<file path="config.mk">
export PLATFORM = sky130hd
export DESIGN_NAME = cso_exec
export DESIGN_NICKNAME = d
export VERILOG_FILES = /design/src/hdl/cso_alu.v /design/src/hdl/cso_exec.v
export VERILOG_INCLUDE_DIRS = /design/src /design/src/hdl
export SDC_FILE = /design/constraint.sdc
export NUM_CORES = 1
export LEC_CHECK = 0
export BUFFER_PORTS_ARGS = -buffer_cell sky130_fd_sc_hd__buf_2
export CORE_MARGIN = 2
export CORE_UTILIZATION = 50
export CTS_CLUSTER_SIZE = 14
export DETAILED_ROUTE_END_ITERATION = 6
export GPL_TIMING_DRIVEN = 0
export PLACE_DENSITY = 0.87
export SYNTH_ARGS = -nofsm -noshare
export SYNTH_HDL_FRONTEND = slang
export SYNTH_SLANG_ARGS = --single-unit
</file>
<file path="constraint.sdc">
create_clock -name clk_in -period 8.7 [get_ports clk_in]
set_input_delay 1.305 -clock clk_in [delete_from_list [all_inputs] [get_ports clk_in]]
set_output_delay 1.305 -clock clk_in [all_outputs]
set_load 0.005 [all_outputs]
</file>
<file path="src/hdl/cso_consts.vh">
// Constants for the subtract, trap, sign-extend and mask-load unit
`ifndef CSO_CONSTS_VH
`define CSO_CONSTS_VH
// Opcodes
`define CSO_OP_SUB_IMM 16'h3730
`define CSO_OP_SUB_IX 16'h3740
`define CSO_OP_SUB_IZ 16'h3760
`define CSO_OP_SUB_EXT 16'h3770
`define CSO_OP_TRAP 16'h3720
`define CSO_OP_SIGN_EXT 16'h27F8
`define CSO_OP_MSK 16'h372F
// Cycle counts
`define CSO_CYC_SUB_IMM 5'h04
`define CSO_CYC_SUB_MEM 5'h06
`define CSO_CNT_STEP 5'h01
`define CSO_CYC_TRAP 5'h10
`define CSO_CYC_SHORT 5'h02
// Other constants
`define CSO_PC_STEP 20'h00002
`define CSO_BYTE_ONES 8'hFF
`define CSO_BYTE_ZERO 8'h00
`define CSO_SIGN_BIT 7
// Flag positions in the 4-bit N Z V C group
`define CSO_F_N 3
`define CSO_F_Z 2
`define CSO_F_V 1
`define CSO_F_C 0
`endif

</file>
<file path="src/hdl/cso_alu.v">
// Combinational word subtractor with N Z V C flags
`timescale 1ns/100ps
module cso_alu (
    input wire [15:0] a_in,
    input wire [15:0] b_in,
    output wire [15:0] diff_out,
    output wire [3:0] flags_out
);
`include "cso_consts.vh"
    wire [16:0] full;
    // Borrow comes out as bit 16 of the extended difference
    assign full = {1'b0, a_in} - {1'b0, b_in};
    assign diff_out = full[15:0];
    assign flags_out[`CSO_F_N] = full[15];
    assign flags_out[`CSO_F_Z] = (full[15:0] == 16'h0000);
    // Overflow when operand signs differ and result sign flips
    assign flags_out[`CSO_F_V] = (a_in[15] ^ b_in[15]) & (a_in[15] ^ full[15]);
    assign flags_out[`CSO_F_C] = full[16];
endmodule

</file>
<file path="src/hdl/cso_exec.v">
// Execution unit: word subtract into E, trap entry, sign extend, masks
// What this block does
// - Subtract word operand from E into E, set N Z V C; immediate four cycles
// - Trap adds two to bank extension and counter, sixteen cycles
// - A gets all ones if B bit 7 set else zeros; N Z; two cycles
// - D high byte to X mask, low byte to Y mask; flags kept; two cycles
`timescale 1ns/100ps
module cso_exec (
    input wire clk_in,
    input wire reset_in,
    input wire start_in,
    input wire [15:0] opcode_in,
    input wire [15:0] operand_in,
    input wire [15:0] acc_e_in,
    input wire [15:0] acc_d_in,
    input wire [19:0] bank_ext_pc_in,
    input wire [3:0] flags_in,
    output wire busy_out,
    output reg done_out,
    output reg illegal_out,
    output reg [15:0] acc_e_out,
    output reg acc_e_we_out,
    output reg [7:0] acc_a_out,
    output reg acc_a_we_out,
    output reg [7:0] x_index_mask_out,
    output reg [7:0] y_index_mask_out,
    output reg masks_we_out,
    output reg [19:0] bank_ext_pc_out,
    output reg bank_ext_pc_we_out,
    output reg exception_out,
    output reg [3:0] flags_out
);
`include "cso_consts.vh"

    ////////////////////////////////////////////////////////////////////
    // Two states suffice: the counter carries the instruction length
    localparam ST_IDLE = 1'b0;
    localparam ST_RUN = 1'b1;

    // Snapshot of the instruction and its operands, taken at start
    reg state_q, state_d;
    reg [4:0] cnt_q, cnt_d;
    reg [15:0] op_q, op_d;
    reg [15:0] arg_q, arg_d;
    reg [15:0] e_q, e_d;
    reg [15:0] dd_q, dd_d;
    reg [19:0] pc_q, pc_d;
    reg [3:0] fl_q, fl_d;
    // Subtractor results, sign-extend byte and end-of-budget marker
    wire [15:0] diff;
    wire [3:0] sub_flags;
    wire [7:0] b_byte;
    wire [7:0] ext_byte;
    wire last_cycle;

    // Decode shared by start length and result paths
    function is_sub_word;
        input [15:0] op;
        begin
            is_sub_word = (op == `CSO_OP_SUB_IMM) ||
                (op == `CSO_OP_SUB_IX) ||
                (op == `CSO_OP_SUB_IZ) || (op == `CSO_OP_SUB_EXT);
        end
    endfunction

    // Cycle budget per opcode; the memory forms share one length
    function [4:0] cycles_of;
        input [15:0] op;
        begin
            if (op == `CSO_OP_SUB_IMM) begin
                cycles_of = `CSO_CYC_SUB_IMM;
            end else if (is_sub_word(op)) begin
                cycles_of = `CSO_CYC_SUB_MEM;
            end else if (op == `CSO_OP_TRAP) begin
                cycles_of = `CSO_CYC_TRAP;
            end else begin
                cycles_of = `CSO_CYC_SHORT;
            end
        end
    endfunction

    // Opcodes this unit runs; anything else is refused at start
    function known;
        input [15:0] op;
        begin
            known = is_sub_word(op) || (op == `CSO_OP_TRAP) ||
                (op == `CSO_OP_SIGN_EXT) || (op == `CSO_OP_MSK);
        end
    endfunction

    ////////////////////////////////////////////////////////////////////
    // Operands are captured at start, so the core may move on meanwhile
    cso_alu cso_alu_inst (
        .a_in(e_q),
        .b_in(arg_q),
        .diff_out(diff),
        .flags_out(sub_flags)
    );

    // B is the low byte of D; only its top bit matters here
    assign b_byte = dd_q[7:0];
    assign ext_byte = b_byte[`CSO_SIGN_BIT] ? `CSO_BYTE_ONES :
        `CSO_BYTE_ZERO;
    assign busy_out = (state_q == ST_RUN);
    // Last counted cycle; shared by the sequencer and the result stage
    assign last_cycle = (state_q == ST_RUN) && (cnt_q == `CSO_CNT_STEP);

    ////////////////////////////////////////////////////////////////////
    // Sequencer: counts down the instruction's cycle budget
    always @* begin
        state_d = state_q;
        cnt_d = cnt_q;
        op_d = op_q;
        arg_d = arg_q;
        e_d = e_q;
        dd_d = dd_q;
        pc_d = pc_q;
        fl_d = fl_q;
        case (state_q)
            ST_IDLE: begin
                if (start_in && known(opcode_in)) begin
                    state_d = ST_RUN;
                    cnt_d = cycles_of(opcode_in) - `CSO_CNT_STEP;
                    op_d = opcode_in;
                    arg_d = operand_in;
                    e_d = acc_e_in;
                    dd_d = acc_d_in;
                    pc_d = bank_ext_pc_in;
                    fl_d = flags_in;
                end
            end
            ST_RUN: begin
                // Idle again on the edge that finishes the budget
                cnt_d = cnt_q - `CSO_CNT_STEP;
                if (last_cycle) begin
                    state_d = ST_IDLE;
                end
            end
            default: begin
                state_d = ST_IDLE;
            end
        endcase
    end

    // Reset clears the whole instruction context
    always @(posedge clk_in) begin
        if (reset_in) begin
            state_q <= ST_IDLE;
            cnt_q <= 5'h00;
            op_q <= 16'h0000;
            arg_q <= 16'h0000;
            e_q <= 16'h0000;
            dd_q <= 16'h0000;
            pc_q <= 20'h00000;
            fl_q <= 4'h0;
        end else begin
            state_q <= state_d;
            cnt_q <= cnt_d;
            op_q <= op_d;
            arg_q <= arg_d;
            e_q <= e_d;
            dd_q <= dd_d;
            pc_q <= pc_d;
            fl_q <= fl_d;
        end
    end

    ////////////////////////////////////////////////////////////////////
    // Results registered on the last cycle; strobes last one cycle
    always @(posedge clk_in) begin
        if (reset_in) begin
            done_out <= 1'b0;
            illegal_out <= 1'b0;
            acc_e_out <= 16'h0000;
            acc_e_we_out <= 1'b0;
            acc_a_out <= 8'h00;
            acc_a_we_out <= 1'b0;
            x_index_mask_out <= 8'h00;
            y_index_mask_out <= 8'h00;
            masks_we_out <= 1'b0;
            bank_ext_pc_out <= 20'h00000;
            bank_ext_pc_we_out <= 1'b0;
            exception_out <= 1'b0;
            flags_out <= 4'h0;
        end else begin
            // Strobes default low so each stands for exactly one cycle
            done_out <= 1'b0;
            acc_e_we_out <= 1'b0;
            acc_a_we_out <= 1'b0;
            masks_we_out <= 1'b0;
            bank_ext_pc_we_out <= 1'b0;
            exception_out <= 1'b0;
            // Unknown opcodes are flagged, not executed
            illegal_out <= (state_q == ST_IDLE) && start_in &&
                !known(opcode_in);
            // Commit the captured instruction on its last cycle
            if (last_cycle) begin
                done_out <= 1'b1;
                flags_out <= fl_q;
                if (is_sub_word(op_q)) begin
                    acc_e_out <= diff;
                    acc_e_we_out <= 1'b1;
                    flags_out <= sub_flags;
                end else if (op_q == `CSO_OP_TRAP) begin
                    bank_ext_pc_out <= pc_q + `CSO_PC_STEP;
                    bank_ext_pc_we_out <= 1'b1;
                    exception_out <= 1'b1;
                end else if (op_q == `CSO_OP_SIGN_EXT) begin
                    acc_a_out <= ext_byte;
                    acc_a_we_out <= 1'b1;
                    flags_out[`CSO_F_N] <= ext_byte[`CSO_SIGN_BIT];
                    flags_out[`CSO_F_Z] <= (ext_byte == `CSO_BYTE_ZERO);
                end else begin
                    x_index_mask_out <= dd_q[15:8];
                    y_index_mask_out <= dd_q[7:0];
                    masks_we_out <= 1'b1;
                end
            end
        end
    end
endmodule

</file>
==> reports/metrics.cfg <==
[status]
status = complete, no violations

[worst_setup_path]
r2r_slack_ps = 5310
r2r_end = flags_out[2]
regToRegStartpoint = e_q[0]
crit_type = in2reg
reg2reg_depth = 11
critical_path_arrival_ps = 4190
critPathRequiredTime_ps = 9060
setup.worst_path.end_class = register
critPathLaunchType = input port
critPathMaxFanout = 10

[clock_network]
cts_sinks = 157
numCtsBuffers = 17
cts_tree = built
cts-resized-gates = 0
clkLatencyLatePin_ps = 430
cts.clk_slew.worst_paths_ps = 60
cts_max_level = 4
postCtsHoldBufs = 0
cts-root-buf = clkbuf_16
clockBufferDepth = 2
cts_setup_buffers = 0

[floorplan]
core-area_um2 = 13300
core.rowCount = 42
fp.dieW_um = 121
dieHeight_um = 121
initial_core_util_pct = 51.6
die-area_um2 = 14700
num_io_pins = 163

[hold_path]
hold_depth = 2
hold_path.class = reg2reg
hold_path_startpoint = acc_e_out[11]
holdPathEnd = acc_e_out[11]

[power]
irDropWorstVdd_mv = 0.133
power_density_nw_per_um2 = 170
p_leak_uw = 0.00341
p_seq_share_pct = 50.2
clock_power_share_pct = 46.9
internal_power_uw = 1140
comb_power_share_pct = 3.0
p_switching_uw = 294
swShare_pct = 20.5

[placed_design]
io_buffers = 162
hpwl_um = 13200
placed_area_um2 = 7890
place_congestion = 0.873
place_ws_ps = 4450

[timing]
hold_viol = 0
fin_crit_ps = 3840
maxSlewViolCount = 0
rsz0062_at_grt = false
fin_crit_sh_pct = 44.1
slew_headroom_pct = 44.1
fin_setup_tns_ps = 0
tightestPinTransition_ps = 828
fmax_mhz = 261
setup_slack_ps = 4860
setup_viol = 0
finClkSkew_ps = 4.86

[synthesis]
yosys_most_used_dff = dfxtp_1
async_reset_ff_share_pct = 0
synth_edf_count = 0
ys_ff_latch = 157
synthesis.area_um2 = 6860
synthCells = 843
synth_fp_nets = 955
synth.avg_cell_area_um2 = 8.13
ys_seq_area_share_pct = 45.8
synth.distinct_cells = 59
yosys_warnings = 0

[detailed_routing]
ant_nets = 0
post_drt_wl_per_cell_um = 14.8
wirelength_um = 17800
dr.pass1.iters = 5
vias_per_cell = 5.29
via_count = 6393
drtIter0Drc = 376
drc = 0

[grt]
grt_pass1_vias = 6030
grt_start_max_net_pins = 17
antenna_found_initial = 0
overflow = 0
grt_usage_pct = 24.7
grt_pass1_wl_um = 28500

[final_layout]
regArea_um2 = 3140
area_delta_synth_final_pct = 22.7
nets = 1136
n_fill_cell = 1153
final_area_um2 = 8420
drive_gt1_share_pct = 20.1
n_antenna_cell = 0
multiInputGateArea_um2 = 3380

[job]
drv_cap = 0

-- power by group through the flow --
| stage | Combinational [µW] | Sequential [µW] | Clock [µW] |
|---|---|---|---|
| 2_1_floorplan | 12.2 | 735 | 0 |
| 3_3_place_gp | 41.4 | 735 | 0 |
| 3_5_place_dp | 42.0 | 735 | 0 |
| 4_1_cts | 42.3 | 719 | 678 |
| 5_1_grt | 46.2 | 719 | 711 |
| 6_report | 42.5 | 719 | 672 |
-- worst max-delay path: stages --
cell	delay [ps]
buf_2	100
nor4b_1	480
nand4_1	170
or2_2	350
o21ai_1	270
and3b_1	220
clkbuf_1	300
buf_2	340
buf_1	410
nand2_1	120
a21oi_1	130
-- cell families after synthesis --
family	after synthesis	synth area share (%)
simple gates	359	23.4
buf+inv	78	4.91
mux	21	3.07
fa+ha+maj	21	3.94
compound gates	177	15.1
flops	157	45.8
xor+xnor	30	3.83
-- metal layers --
metal / share of wire, % / global-route usage [%]
met1: 45 / 31.9
met2: 46 / 39.9
met3: 6.6 / 5.64
met4: 2.2 / 10.3
met5: 0 / 0
-- cells in the mapped netlist, drive strengths merged, types with 13 or more instances --
cell,count,share of area (%)
nor2,67,3.7
ha,20,3.6
o21ai,13,0.95
xnor2,14,1.8
dfxtp,157,46
buf,19,1.7
a21oi,113,8.2
nand2,211,12
inv,22,1.2
nand3,16,1.2
a211oi,23,2.5
xor2,16,2.0
mux2i,21,3.1
clkbuf,37,2.0
-- layout make-up --
cell class	instances	share of cell area [%]
Timing Repair Buffer	162	9.63
Sequential cell	157	37.3
Tap cell	176	2.62
Multi-Input combinational cell	608	40.1
Buffer	56	3.02
Inverter	22	0.981
Clock buffer	27	6.21
Clock inverter	1	0.0595
-- registers in the layout, summed over array words and instances (netlist names) --
| name | cells |
|---|---|
| acc_a_we_out | 1 |
| exception_out | 1 |
| arg_q | 16 |
| busy_out | 1 |
| e_q | 16 |
| done_out | 1 |
| fl_q | 4 |
| acc_a_out | 1 |
| pc_q | 20 |
| y_index_mask_out | 8 |
| acc_e_out | 16 |
| acc_e_we_out | 1 |
| bank_ext_pc_out | 20 |
| x_index_mask_out | 8 |
| illegal_out | 1 |
| masks_we_out | 1 |
| dd_q | 16 |
| cnt_q | 5 |
| op_q | 16 |
| flags_out | 4 |
-- worst max-delay path by stage --
stage	startpoint	to	slack [ps]	depth (start not counted)
finish	opcode_in[11]	dd_q[0]	4860	11
global route	opcode_in[11]	dd_q[13]	4620	11
CTS	opcode_in[11]	dd_q[0]	4870	11
detailed placement	opcode_in[11]	dd_q[0]	4450	11
global placement	opcode_in[15]	dd_q[1]	4530	11
floorplan	opcode_in[11]	e_q[1]	5310	10
-- stage by stage --
step                      std cells  utilization, %  total power (µW)  hold WS (ps)
final                          1209            63.3              1430           450
after global routing           1209            63.3              1480           472
after CTS                      1209            63.3              1440           454
after detailed placement       1181            59.3               777           447
after global placement         1181            59.3               777           435
after floorplan                 843               -               747           432
-- placed cells by master, fill, tap and decap left out, types with 6 or more instances in the layout --
master | netlist | final
nor3b_1 | 6 | 6
mux2i_1 | 21 | 21
nor2_1 | 67 | 67
buf_4 | 11 | 11
clkbuf_8 | 0 | 6
nand2_1 | 211 | 211
inv_1 | 22 | 22
ha_1 | 20 | 20
buf_2 | 2 | 164
a211oi_1 | 23 | 23
xnor2_1 | 14 | 14
o21ai_0 | 12 | 12
and3_1 | 6 | 6
buf_1 | 6 | 6
nand3_1 | 15 | 15
clkbuf_1 | 37 | 41
nor2b_1 | 8 | 8
xor2_1 | 16 | 16
a21oi_1 | 113 | 113
nand4_1 | 8 | 8
clkbuf_16 | 0 | 17
dfxtp_1 | 157 | 157
No activity file was read; power rests on OpenSTA's default activity.
